--- config.mk ---
export PLATFORM = sky130hd
export DESIGN_NAME = clock_startup_select
export DESIGN_NICKNAME = d
export VERILOG_FILES = /design/src/clock_startup_pkg.sv /design/src/tick_divider.sv /design/src/clock_startup_select.sv
export SDC_FILE = /design/constraint.sdc
export NUM_CORES = 1
export LEC_CHECK = 0
export BUFFER_PORTS_ARGS = -buffer_cell sky130_fd_sc_hd__buf_4
export CORE_UTILIZATION = 30
export CTS_BUF_LIST = sky130_fd_sc_hd__clkbuf_8
export DETAILED_ROUTE_END_ITERATION = 8
export REMOVE_ABC_BUFFERS = 1
export SLEW_MARGIN = 20
export SYNTH_ARGS = -nofsm -noshare
export SYNTH_HDL_FRONTEND = slang
export SYNTH_SLANG_ARGS = --single-unit
--- constraint.sdc ---
create_clock -name ref_clk -period 2.8 [get_ports ref_clk]
set_input_delay 0.84 -clock ref_clk [delete_from_list [all_inputs] [get_ports ref_clk]]
set_output_delay 0.84 -clock ref_clk [all_outputs]
set_load 0.005 [all_outputs]
--- src/clock_startup_pkg.sv ---
`default_nettype none

package clock_startup_pkg;

    // Clock source select fuse codes.
    localparam logic [3:0] SRC_PLL = 4'h1;
    localparam logic [3:0] SRC_RC8 = 4'h2;
    localparam logic [3:0] SRC_RC_LEGACY = 4'h3;
    localparam logic [3:0] SRC_LP128K = 4'h4;

    // Start-up time select fuse codes.
    localparam logic [1:0] START_00 = 2'h0;
    localparam logic [1:0] START_01 = 2'h1;
    localparam logic [1:0] START_10 = 2'h2;
    localparam logic [1:0] START_11 = 2'h3;

    // A fuse bit reads zero when it is programmed.
    localparam logic FUSE_PROGRAMMED = 1'b0;

    // Reset values of the latched fuse copies and the calibration register.
    localparam logic [3:0] SRC_RESET = 4'h2;
    localparam logic [1:0] START_RESET = 2'h2;
    localparam logic [7:0] CAL_RESET = 8'h00;

    // Start-up cycle counts, in cycles of the selected source.
    localparam logic [14:0] WAKE_BASE_CK = 15'h000e;
    localparam logic [14:0] SHORT_CK = 15'h0400;
    localparam logic [14:0] RC_WAKE_CK = 15'h0006;
    localparam logic [14:0] FAST_WAKE_CK = 15'h0001;
    localparam logic [14:0] RESET_CK = 15'h000e;

    // Real-time delays in milliseconds and watchdog oscillator ticks per millisecond.
    localparam int MS4_TIME_MS = 4;
    localparam int MS64_TIME_MS = 64;
    localparam int WDT_TICKS_PER_MS = 128;
    localparam logic [13:0] MS4_WDT = 14'(MS4_TIME_MS * WDT_TICKS_PER_MS);

    // Divider ratios used by the tick dividers.
    localparam logic [3:0] RATIO_ONE = 4'h1;
    localparam logic [3:0] RATIO_DIV4 = 4'h4;
    localparam logic [3:0] RATIO_DIV8 = 4'h8;

    // Start-up sequence phases.
    typedef enum logic [2:0] {
        ST_LOAD,
        ST_MS,
        ST_CK,
        ST_RUN,
        ST_SLEEP
    } phase_e;

    // One start-up plan: source cycles and watchdog ticks to wait.
    typedef struct packed {
        logic [14:0] ck;
        logic [13:0] ms;
    } plan_s;

endpackage

`default_nettype wire

--- src/tick_divider.sv ---
`default_nettype none

module tick_divider (
    input wire logic ref_clk,
    input wire logic rst,
    input wire logic in_tick,
    input wire logic [3:0] ratio,
    output logic out_tick
);
    import clock_startup_pkg::*;

    // All state of the divider.
    typedef struct packed {
        logic [3:0] count;
        logic out;
    } div_s;

    div_s s;
    div_s next_s;

    ////////////////////////////////////////////////////////////////////////////////
    // One output tick for every ratio input ticks; a ratio of one passes ticks through.
    always_comb begin
        next_s = s;
        next_s.out = 1'b0;
        if (in_tick) begin
            // Using >= keeps the divider sane if the ratio shrinks mid-count.
            if (s.count >= ratio - RATIO_ONE) begin
                next_s.count = 4'h0;
                next_s.out = 1'b1;
            end else begin
                next_s.count = s.count + 4'h1;
            end
        end
    end

    // Register the whole state.
    always_ff @(posedge ref_clk) begin
        if (rst) begin
            s <= '0;
        end else begin
            s <= next_s;
        end
    end

    assign out_tick = s.out;

endmodule

`default_nettype wire

--- src/clock_startup_select.sv ---
`default_nettype none

module clock_startup_select #(
    parameter int LONG_CK = 16384,
    parameter int MS64_WDT = 8192
) (
    input wire logic ref_clk,
    input wire logic rst,
    input wire logic [3:0] clock_source_select,
    input wire logic [1:0] startup_time_select,
    input wire logic initial_divide_by_eight_fuse,
    input wire logic reset_pin_disable_fuse,
    input wire logic [7:0] factory_calibration,
    input wire logic pll_tick,
    input wire logic rc_tick,
    input wire logic lp_tick,
    input wire logic wdt_tick,
    input wire logic pll_enable_request,
    input wire logic cal_write,
    input wire logic [7:0] cal_write_data,
    input wire logic sleep_request,
    input wire logic wake_request,
    output logic cpu_run,
    output logic sys_clk_tick,
    output logic peripheral_clk_tick,
    output logic wdt_clk_tick,
    output logic pll_enable,
    output logic rc_legacy_mode,
    output logic [7:0] osc_calibration_value,
    output logic config_error
);
    import clock_startup_pkg::*;

    // All state of the block.
    typedef struct packed {
        phase_e phase;
        logic [3:0] cks;
        logic [1:0] stc;
        logic rdis;
        logic div8;
        logic [14:0] ck_left;
        logic [13:0] ms_left;
        logic [7:0] cal;
        logic run;
        logic pll_en;
        logic legacy;
        logic src_tick;
        logic wdt_out;
        logic pck;
        logic cfg_err;
    } state_s;

    state_s st;
    state_s next_st;
    logic div4_tick; // Quarter-rate tick of the PLL or legacy RC clock.
    logic div4_in; // Undivided tick that feeds the quarter-rate divider.
    logic [3:0] prescale_ratio; // Ratio applied to the selected source.

    ////////////////////////////////////////////////////////////////////////////////
    // Works out the wait for a start-up from the fuse values.
    function automatic plan_s startup_plan(
        input logic [3:0] cks,
        input logic [1:0] stc,
        input logic rdis,
        input logic from_rst
    );
        plan_s p;
        logic [14:0] wake_ck;
        logic [14:0] rst_ck;
        logic [13:0] rst_ms;
        begin
            p = '0;
            wake_ck = RC_WAKE_CK;
            rst_ck = RESET_CK;
            rst_ms = 14'h0000;
            case (cks)
                SRC_PLL: begin
                    // Both wake and reset count the cycles; reset adds 4 ms more.
                    wake_ck = WAKE_BASE_CK + (stc[0] ? 15'(LONG_CK) : SHORT_CK);
                    p.ms = stc[1] ? 14'(MS64_WDT) : MS4_WDT;
                    rst_ck = 15'h0000;
                    rst_ms = MS4_WDT;
                end
                SRC_RC_LEGACY: begin
                    // Legacy mode has its own table; code 11 gives the one-cycle wake.
                    case (stc)
                        START_00, START_01: rst_ms = 14'(MS64_WDT);
                        START_10: rst_ms = MS4_WDT;
                        default: begin
                            wake_ck = FAST_WAKE_CK;
                        end
                    endcase
                end
                default: begin
                    // 8 MHz RC, 128 kHz and unsupported codes share one table.
                    // The reserved code 11 runs as 10, the longest and safest wait.
                    case (stc)
                        START_00: rst_ms = 14'h0000;
                        START_01: rst_ms = MS4_WDT;
                        default: rst_ms = 14'(MS64_WDT);
                    endcase
                end
            endcase
            // With the reset pin disabled, a bare 14-cycle reset delay gets 4 ms so programming can still start.
            // Without it a disabled reset pin could leave no window to reprogram.
            if (cks != SRC_PLL && rst_ms == 14'h0000 && rdis == FUSE_PROGRAMMED) begin
                rst_ms = MS4_WDT;
            end
            p.ck = wake_ck;
            if (from_rst) begin
                p.ck = wake_ck + rst_ck;
                p.ms = p.ms + rst_ms;
            end
            startup_plan = p;
        end
    endfunction

    ////////////////////////////////////////////////////////////////////////////////
    // Source dividers. The PLL path and the legacy RC path both run at a quarter rate.
    assign div4_in = (st.cks == SRC_PLL) ? pll_tick : rc_tick;

    tick_divider quarter_div (
        .ref_clk(ref_clk),
        .rst(rst),
        .in_tick(div4_in),
        .ratio(RATIO_DIV4),
        .out_tick(div4_tick)
    );

    // A programmed divide-by-eight fuse prescales the system clock by eight.
    assign prescale_ratio = (st.div8 == FUSE_PROGRAMMED) ? RATIO_DIV8 : RATIO_ONE;

    tick_divider prescaler (
        .ref_clk(ref_clk),
        .rst(rst),
        .in_tick(st.src_tick),
        .ratio(prescale_ratio),
        .out_tick(sys_clk_tick)
    );

    ////////////////////////////////////////////////////////////////////////////////
    // Next-state logic: source routing, start-up sequencing and calibration.
    always_comb begin
        plan_s plan;
        plan = '0;
        next_st = st;

        // Pick the selected source tick; unsupported codes fall back to the 8 MHz RC.
        // The tick is registered, so RC and 128 kHz ticks reach the counters one cycle late, divided PLL and legacy ticks two.
        case (st.cks)
            SRC_PLL: next_st.src_tick = div4_tick;
            SRC_RC_LEGACY: next_st.src_tick = div4_tick;
            SRC_LP128K: next_st.src_tick = lp_tick;
            default: next_st.src_tick = rc_tick;
        endcase

        // The PLL runs for either fuse selection or on request from the timer side.
        next_st.pll_en = pll_enable_request || st.cks == SRC_PLL
                         || st.cks == SRC_RC_LEGACY;
        // Legacy mode trims the RC to 6.4 MHz and sets the PLL to four times.
        next_st.legacy = (st.cks == SRC_RC_LEGACY);
        next_st.pck = pll_tick && st.pll_en;
        // The watchdog keeps its own oscillator whatever the system source is.
        next_st.wdt_out = wdt_tick;

        case (st.phase)
            ST_LOAD: begin
                // Fuses are sampled once, here, so a later change has no effect.
                next_st.cks = clock_source_select;
                next_st.stc = startup_time_select;
                next_st.rdis = reset_pin_disable_fuse;
                next_st.div8 = initial_divide_by_eight_fuse;
                next_st.cal = factory_calibration;
                plan = startup_plan(clock_source_select, startup_time_select,
                                    reset_pin_disable_fuse, 1'b1);
                next_st.ck_left = plan.ck;
                next_st.ms_left = plan.ms;
                // Reserved start-up codes and sources outside this block are flagged.
                next_st.cfg_err = (startup_time_select == START_11
                                   && clock_source_select != SRC_PLL
                                   && clock_source_select != SRC_RC_LEGACY)
                                  || clock_source_select == 4'h0
                                  || clock_source_select > SRC_LP128K;
                next_st.run = 1'b0;
                next_st.phase = ST_MS;
            end
            ST_MS: begin
                // The real-time part runs first, on the watchdog oscillator.
                if (st.ms_left == 14'h0000) begin
                    next_st.phase = ST_CK;
                end else if (wdt_tick) begin
                    next_st.ms_left = st.ms_left - 14'h0001;
                end
            end
            ST_CK: begin
                // Cycles are counted on the newly selected source before code runs.
                if (st.ck_left == 15'h0000) begin
                    next_st.run = 1'b1;
                    next_st.phase = ST_RUN;
                end else if (st.src_tick) begin
                    next_st.ck_left = st.ck_left - 15'h0001;
                end
            end
            ST_RUN: begin
                if (sleep_request) begin
                    next_st.run = 1'b0;
                    next_st.phase = ST_SLEEP;
                end
            end
            ST_SLEEP: begin
                // Wake from power-down uses the shorter wake plan.
                if (wake_request) begin
                    plan = startup_plan(st.cks, st.stc, st.rdis, 1'b0);
                    next_st.ck_left = plan.ck;
                    next_st.ms_left = plan.ms;
                    next_st.phase = ST_MS;
                end
            end
            default: begin
                next_st.run = 1'b0;
                next_st.phase = ST_LOAD;
            end
        endcase

        // Software trim wins over the stored value once the factory load is done.
        if (cal_write && st.phase != ST_LOAD) begin
            next_st.cal = cal_write_data;
        end
    end

    // Register the whole state; the reset returns to the fuse-load phase.
    always_ff @(posedge ref_clk) begin
        if (rst) begin
            st <= '{phase: ST_LOAD, cks: SRC_RESET, stc: START_RESET,
                    rdis: 1'b1, div8: FUSE_PROGRAMMED, ck_left: 15'h0000,
                    ms_left: 14'h0000, cal: CAL_RESET, default: 1'b0};
        end else begin
            st <= next_st;
        end
    end

    assign cpu_run = st.run;
    assign peripheral_clk_tick = st.pck;
    assign wdt_clk_tick = st.wdt_out;
    assign pll_enable = st.pll_en;
    assign rc_legacy_mode = st.legacy;
    assign osc_calibration_value = st.cal;
    assign config_error = st.cfg_err;
endmodule

`default_nettype wire

* Yosys cells after proc, flatten, opt, wreduce, memory -nomap -nowiden *
Cells that the tools add are included.

word-level totals
  memories kept = 0
  input port bits = 34
  register bits = 64
  latch bits = 0
  memory bits (read-only) = 0
  bits in writable memories = 0

cells by class
  bitwise logic cells = 4
  muxes and demuxes = 44
  div/mod/pow operators = 0
  $lt $le $gt $ge = 3
  shifts and indexed selects = 0
  add/sub/neg operators = 9
  $mul = 0
  equality and inequality tests = 24
  reductions and logical operators = 32

operator list
  operator                                                               number
  14-bit 2-to-1 mux                                                      10
  15-bit 2-to-1 mux                                                      6
  14-bit one-hot mux with 2 select lines                                 3
  15-bit one-hot mux with 2 select lines                                 2
  15-bit one-hot mux with 3 select lines                                 1
  14-bit one-hot mux with 3 select lines                                 1
  4-bit by 15-bit adder with 15-bit output, first input constant         2
  29-bit 2-to-1 mux                                                      1
  14-bit zero test                                                       2
  3-bit 2-to-1 mux                                                       6
  4-bit 2-to-1 mux                                                       4
  8-bit 2-to-1 mux                                                       2
  2-bit != test, second input constant                                   8
  15-bit adder                                                           1
  15-bit zero test                                                       1
  3-bit one-hot mux with 5 select lines                                  1
  15-bit by 1-bit subtractor with 15-bit output, second input constant   1
  14-bit adder                                                           1
  14-bit by 1-bit subtractor with 14-bit output, second input constant   1
  4-bit AND reduction                                                    3
  2-bit OR reduction                                                     5
  3-bit nonzero test                                                     3
  4-bit by 1-bit adder with 4-bit output, second input constant          2
  4-bit by 1-bit equality test with 1-bit output, second input constant  2
  25 further kinds                                                       47

* Longest topological paths before layout *
Gate-level depths: netlist of the first run.

  depth after elaboration = 12
  mapped depth = 8

* Hierarchy *
A second synthesis of the first run with hierarchy kept.

second synthesis, totals
  cells, all modules = 454
  area, all modules = 3804.9 um^2

by module, submodules not included
  module                area each (um^2)  times used  cells each
  clock_startup_select  3056.7            1           376
  tick_divider          374.1             2           39

* Worst setup path after synthesis of the first run *
Ideal clock, no wire load.

  kind = input -> register
  start = in clock_source_select[3]
  end = reg st[24] (netlist bit)
  required time = 2.668 ns
  stages = 8
  path slack = 0.585 ns
  library setup time = 0.132 ns
  arrival time = 2.082 ns
  buffers on the path = 0
  cell sequence = nor3b_1 a21oi_1 a31oi_1 nor2_1 ha_1 nand2b_1 o311ai_0 a21oi_1

on the way
  longest elaborated chain between the ends = 10
  elaborated cells between the ends (all ways) = 14
  those cells by class = add/sub (1); eq/ne (3); mux (7); reduce/logical (3)

RTL lines
  what                                                                                                                     line                         source
  from (decl)                                                                                                              clock_startup_select.sv:9    input wire logic [3:0] clock_source_select,
  4-bit by 2-bit equality test with 1-bit output / 4-bit by 1-bit equality test with 1-bit output (equally long branches)  clock_startup_select.sv:76   case (cks)
  14-bit one-hot mux with 2 select lines                                                                                   clock_startup_select.sv:76
  14-bit 2-to-1 mux                                                                                                        clock_startup_select.sv:166  case (st.phase)
  14-bit zero test                                                                                                         clock_startup_select.sv:106  if (cks != SRC_PLL && rst_ms == 14'h0000 && rdis == FUSE_PROGRAMMED) begin
  1-bit logical AND (2 in series)                                                                                          clock_startup_select.sv:106
  14-bit 2-to-1 mux                                                                                                        clock_startup_select.sv:106
  14-bit 2-to-1 mux                                                                                                        clock_startup_select.sv:166
  14-bit adder *                                                                                                           clock_startup_select.sv:112  p.ms = p.ms + rst_ms;
  14-bit one-hot mux with 3 select lines *                                                                                 clock_startup_select.sv:166
  to (signal assigned)                                                                                                     clock_startup_select.sv:234  st <= '{phase: ST_LOAD, cks: SRC_RESET, stc: START_RESET,
  to (signal assigned)                                                                                                     clock_startup_select.sv:238  st <= next_st;
  to (decl)                                                                                                                clock_startup_select.sv:53   state_s st;

Mark *: on every way between the ends. The rest lies on a longest branch, timed or not. The select of a mux whose other input is x is not followed.
A chain may end at the register's enable or synchronous reset.

* Worst setup path in the final report of the first run *
  start = reg st[53] (netlist bit)
  end = reg st[30] (netlist bit)

on the way
  longest elaborated chain between the ends = 3
  elaborated cells between the ends (all ways) = 9
  those cells by class = eq/ne (5); mux (1); reduce/logical (3)

RTL lines
  what                                                                          line
  3-bit by 2-bit equality test with 1-bit output, or another cell as far along  clock_startup_select.sv:166
  2-bit != test (no line) / 3-bit nonzero test (equally long branches)          -
  4-bit AND reduction (no line)                                                 -

Parallel ways exist; a longest one is shown, timed or not.

==> metrics, run 1 <==
outcome=finished clean; Worst Tran Pin Value=a little under 800 ps; critical path type=reg2reg; post-synthesis register bit count=64; Die Width=between 100 and 150 um; fin crit period=between 2000 and 2500 ps; CTS Sinks=64; max-cap violations=0; DP HPWL=between 6000 and 7000 um; initial antenna violation count=0; final setup fails=0; Hold Fails Final Rpt=0; total gr overflow=0; clock skew=about 9.3 ps; TritonRoute pass-1 iters=4; DRC Markers=0; hold_buf cts=0; Tcrit/Tclk final=about four fifths; Syn-to-layout area delta=21.0%; Site Rows=39; M3 GR Usage=~3.1%; sequential area share after synthesis=a little over a third; Global Route met1 Usage=18.8%; Reg area=between 0.001 and 0.0015 mm2; Resized cells post-CTS=0; DR vias/cell=about 5.4; fmax=between 400 and 500 MHz; num ports=49; Syn Area/Cell=8.17 um2; Fin Setup TNS=0 ps; setup bufs post-CTS=0; Syn Std Cell Area=0.00355 mm2; met2 usage=between 20% and 30%; CTS tree=done; Clock Tree Root=clkbuf_8; input/output buffers=48; final antenna-violating net count=0; area of the multi-input gates=0.00206 mm2; HP Class=reg2reg; Clk pin slew, worst setup/hold paths=around 80 ps; ys flop type=dfxtp_1; commonest non-fill, non-tap cell in the layout=dfxtp_1; drt first-iter violations=between 200 and 300; Clk Latency, worst-skew pair=350 ps; IR Drop Worst-Case VDD=around 0.33 mV; gpl congestion=between 0.8 and 0.9; post-synth top area share=about 36%; CP max FO=14; Pins Over Slew Limit=0; vias in the first global route=between 3000 and 4000; via count=3325; WL/cell=14.6 um; PwrDens=about 1100 mW/mm2; largest net degree at the start of global routing=43; Core Area=about 0.011 mm2; global-route wire length before repair=15400 um; Leak=0.00177 uW; final hold slack=about 470 ps; grt peak-use layer=met2; WP data arrival=2550 ps; CP required=3060 ps; Synth cell types=60; die area=0.0123 mm2; startpoint types=register; Rel. slew slack=47.4%; RSZ-0062 raised after global routing=false; layout cells sized above 1=between 10% and 20%; FILL cells=1134; CTS buffer count=9; die span in y=~110 um; Post-synth EDFFs=0; Synthesis Warnings=0; area leader, netlist=dfxtp_1; ANT cells=0; Longest Clk Path Bufs=2; ranking of synthesized cells by area=dfxtp_1 (36%), a21oi_1 (5.9%), nand2_1 (4.0%); Async SR Flop Fraction=0%; most frequent cells in the layout=dfxtp_1 (64), buf_4 (57), a21oi_1 (42); WL final=roughly 9100 um; Starting Density=between 30 and 40%; CP endpoint kind=register; Tot GR Track Use=15.3%; Nets=about 520; cell count after synthesis=around 440; H-tree depth=3
## critical path, cell delays in order, from the launching register on
cell      delay, ps
dfxtp_1         610
or3b_2          580
nor2_1          200
and3_1          430
nor2_1          140
a311oi_1        250
## state kept, by name, indices dropped and copies added (netlist names)
signal and flops:
pll_enable 1, osc_calibration_value 8, quarter_div.out_tick 1, quarter_div.s 4, prescaler.out_tick 1, config_error 1, prescaler.s 4, cpu_run 1
rc_legacy_mode 1, st 40, wdt_clk_tick 1, peripheral_clk_tick 1
## path summary, 6_finish.rpt
| kind | cells past startpoint | slack (ps) | from | endpoint |
|---|---|---|---|---|
| worst min register to register | 2 | 470 | st[42] | st[42] |
| worst max-delay path | 5 | 510 | st[53] | st[30] |
| worst max register to register | 5 | 510 | st[53] | st[30] |
| worst min-delay path | 2 | 470 | st[42] | st[42] |
## routing by layer
| layer | wire length [um] | share of wire [%] |
|---|---|---|
| met2 | 4510 | 50 |
| met4 | 98 | 1.1 |
| met5 | 0 | 0 |
| met3 | 367 | 4.1 |
| met1 | 4090 | 45 |
## stage by stage
| step | util (%) | total power (uW) | cell area, um2 | setup WS (ps) | cells |
|---|---|---|---|---|---|
| 6_report | 37.5 | 4650 | 4300 | 512 | 620 |
| 2_1_floorplan | - | 2830 | 3400 | 586 | 404 |
| 5_1_grt | 37.5 | 5010 | 4300 | 356 | 620 |
| 3_3_place_gp | 34.9 | 3440 | 4010 | 374 | 604 |
| 3_5_place_dp | 34.9 | 3480 | 4010 | 332 | 604 |
| 4_1_cts | 37.5 | 4660 | 4300 | 549 | 620 |
## layout make-up
cell class / instances / area share [%]
clock buffers: 9 / 2.88
clock inverters: 7 / 3.90
inverters: 16 / 1.40
multi-input cells: 324 / 47.9
flip-flops and latches: 64 / 29.8
well taps: 143 / 4.16
repair buffers: 57 / 9.96
## cells by family (layout without fill, tap and decap cells)
family	Yosys count	in the layout	share of synthesized area [%]
flip-flops	64	64	36.1
AO/OA/AOI/OAI	115	115	21.8
AND/OR/NAND/NOR	181	181	27.6
XOR/XNOR	4	4	0.986
buffers and inverters	47	89	5.99
adder cells (fa/ha/maj)	11	11	3.87
multiplexers	13	13	3.66
## synth_stat cells (11+ instances only)
cell / instances
mux2i_1: 13
and3_1: 12
a21oi_1: 42
nor3_1: 13
clkbuf_1: 19
nand3_1: 18
ha_1: 11
dfxtp_1: 64
inv_1: 16
nand2b_1: 15
nand2_1: 38
a211oi_1: 12
nor2_1: 35
## power breakdown
group	leakage [uW]	total (uW)	switching (uW)	internal (uW)
Clock	0.000144	1160	384	774
Combinational	0.00110	2070	1200	875
Sequential	0.000525	1420	269	1150
Total	0.00177	4650	1850	2800
(Power assumes the default switching activity.)
==> inputs of run 2 (changes only) <==
- ABC_AREA: default -> 1
- clock period: 2.8 -> 2 ns (I/O delays scaled with it)
==> metrics, run 2 <==
input/output buffers=48 (unchanged); largest net degree at the start of global routing=34 (was 43); Die Width=117 um (was 111 um); Syn-to-layout area delta=16.5% (was 21.0%); total power=6440 uW (was 4650 uW); fmax=580 MHz (was 437 MHz); CP max stage delay=410 ps (was 610 ps); commonest non-fill, non-tap cell in the layout=nand2_1 (was dfxtp_1); Pins Over Slew Limit=0 (unchanged); WL final=8980 um (was 9060 um); Nets=694 (was 517); largest register by flop count=st (unchanged); Clk Latency, worst-skew pair=360 ps (was 350 ps); Clk pin slew, worst setup/hold paths=70 ps (was 80 ps); initial antenna violation count=0 (unchanged); CTS Sinks=64 (unchanged); final hold slack=431 ps (was 470 ps); global-route wire length before repair=15200 um (was 15400 um); area of the multi-input gates=0.00218 mm2 (was 0.00206 mm2); Syn Std Cell Area=0.00395 mm2 (was 0.00355 mm2); DRC Markers=0 (unchanged); die span in y=117 um (was 111 um); CTS buffer count=9 (unchanged); Syn Area/Cell=6.53 um2 (was 8.17 um2); Longest Clk Path Bufs=2 (unchanged); WP data arrival=2010 ps (was 2550 ps); PwrDens=1400 mW/mm2 (was 1080 mW/mm2); Synth cell types=36 (was 60); TritonRoute pass-1 iters=4 (unchanged); Post-synth EDFFs=0 (unchanged); sequential area share after synthesis=32.4% (was 36.1%); post-synth top area share=32.4% (was 36.1%); CTS tree=done (unchanged); Tot GR Track Use=14.2% (was 15.3%); Resized cells post-CTS=0 (unchanged); Leak=0.00224 uW (was 0.00177 uW); hold_buf cts=0 (unchanged); max reg flops=40 (unchanged); Async SR Flop Fraction=0% (unchanged); Synthesis Warnings=0 (unchanged); ANT cells=0 (unchanged); Clock Tree Root=clkbuf_8 (unchanged); cell count after synthesis=605 (was 435); setup bufs post-CTS=0 (unchanged); Starting Density=31.1% (was 31.0%); drt first-iter violations=106 (was 252); gpl congestion=0.810 (was 0.873); total gr overflow=0 (unchanged); most numerous cell in the Yosys netlist=nand2_1 (was dfxtp_1); RSZ-0062 raised after global routing=false (unchanged); clock skew=12.2 ps (was 9.34 ps); Worst Tran Pin Value=514 ps (was 787 ps); WL/cell=10.9 um (was 14.6 um); DR vias/cell=4.42 (was 5.36); outcome=finished clean (unchanged); H-tree depth=3 (unchanged); max-cap violations=0 (unchanged); Tcrit/Tclk final=86.1% (was 81.7%); Post-synth top cells=nand2_1 (156), nor2_1 (85), inv_1 (77) (was dfxtp_1 (64), a21oi_1 (42), nand2_1 (38)); post-place setup slack=-28.6 ps (was 332 ps); Site Rows=41 (was 39); Core Area=0.0127 mm2 (was 0.0115 mm2); most frequent cells in the layout=nand2_1 (156), nor2_1 (85), inv_1 (78) (was dfxtp_1 (64), buf_4 (57), a21oi_1 (42)); Reg area=0.00128 mm2 (unchanged); post-synthesis register bit count=64 (unchanged); DP HPWL=6700 um (was 6480 um); fin crit period=1720 ps (was 2290 ps); final setup fails=0 (unchanged); die area=0.0136 mm2 (was 0.0123 mm2); CP endpoint kind=register (unchanged); area leader, netlist=dfxtp_1 (unchanged); IR Drop Worst-Case VDD=0.704 mV (was 0.332 mV); Rel. slew slack=65.5% (was 47.4%); via count=3653 (was 3325); layout cells sized above 1=18.3% (was 18.0%); ys flop type=dfxtp_1 (unchanged); vias in the first global route=3292 (was 3218); FILL cells=1469 (was 1134); CP required=2280 ps (was 3060 ps); worst setup margin=277 ps (was 512 ps); startpoint types=register (unchanged); CP max FO=5 (was 14); slowest CP cell=nor3_1 (was dfxtp_1); critical path type=reg2reg (unchanged); final antenna-violating net count=0 (unchanged); ranking of synthesized cells by area=dfxtp_1 (32%), nand2_1 (15%), nor2_1 (8.1%) (was dfxtp_1 (36%), a21oi_1 (5.9%), nand2_1 (4.0%)); Hold Fails Final Rpt=0 (unchanged); num ports=49 (unchanged); worst path cell trace=inv_1, ha_1, o21ai_0, a21boi_0, nor3_1, nand3_1, a21oi_1 (was or3b_2, nor2_1, and3_1, nor2_1, a311oi_1); HP Class=reg2reg (unchanged)
==> run 2: cell count changes after synthesis, moves of 12 or more <==
cell	change
and3_1	-12
nand3_1	+30
nand2b_1	-15
nor2_1	+50
inv_1	+61
nand2_2	+14
o21ai_0	+13
mux2i_1	-13
nand2_1	+118
==> run 2: final timing paths <==
check                      to  depth (start not counted)             start  slack [ps]
min          quarter_div.s[3]                          2  quarter_div.s[3]         430
max reg2reg    prescaler.s[2]                          7            st[44]         280
min reg2reg  quarter_div.s[3]                          2  quarter_div.s[3]         430
max            prescaler.s[2]                          7            st[44]         280
==> run 2: final cells by class <==
class	instances	area share (%)
Inverter	86	7.12
Timing Repair Buffer	56	9.40
Tap cell	172	4.67
Sequential cell	64	27.8
Clock inverter	7	0.869
Multi-Input combinational cell	432	47.4
Clock buffer	9	2.69
==> run 2: through the flow <==
step	utilization, %	cell area [um2]	std cells	setup TNS [ps]
after global routing	36.2	4610	826	0
final	36.2	4610	826	0
after floorplan	-	3790	582	0
after global placement	34.9	4440	810	-7.21
after CTS	36.2	4610	826	0
after detailed placement	34.9	4440	810	-28.6
==> run 2: cells by family after synthesis <==
family          Yosys count  share of synthesized area, %
buf+inv                 109                          12.3
simple gates            333                          38.0
compound gates           77                          11.4
flops                    64                          32.4
xor+xnor                 11                          2.44
fa+ha+maj                11                          3.48
==> run 2: power breakdown <==
group	total [uW]	switching (uW)	internal (uW)
clock	955	518	437
sequential	1880	282	1600
combinational	3610	2290	1320
total	6440	3090	3350
==> run 2: critical path, delay by kind of cell (launching register included) <==
kind                     cells  cell delay (ps)
AND/OR/NAND/NOR              2              540
adder cells (fa/ha/maj)      1              280
AO/OA/AOI/OAI                3              390
buffers and inverters        1               70
flip-flops                   1              360
==> run 2: metal layers <==
metal / track usage (%) / wire length (um)
met5: 0 / 0
met4: 6.33 / 153
met3: 2.88 / 382
met2: 23.4 / 4090
met1: 17.9 / 4350
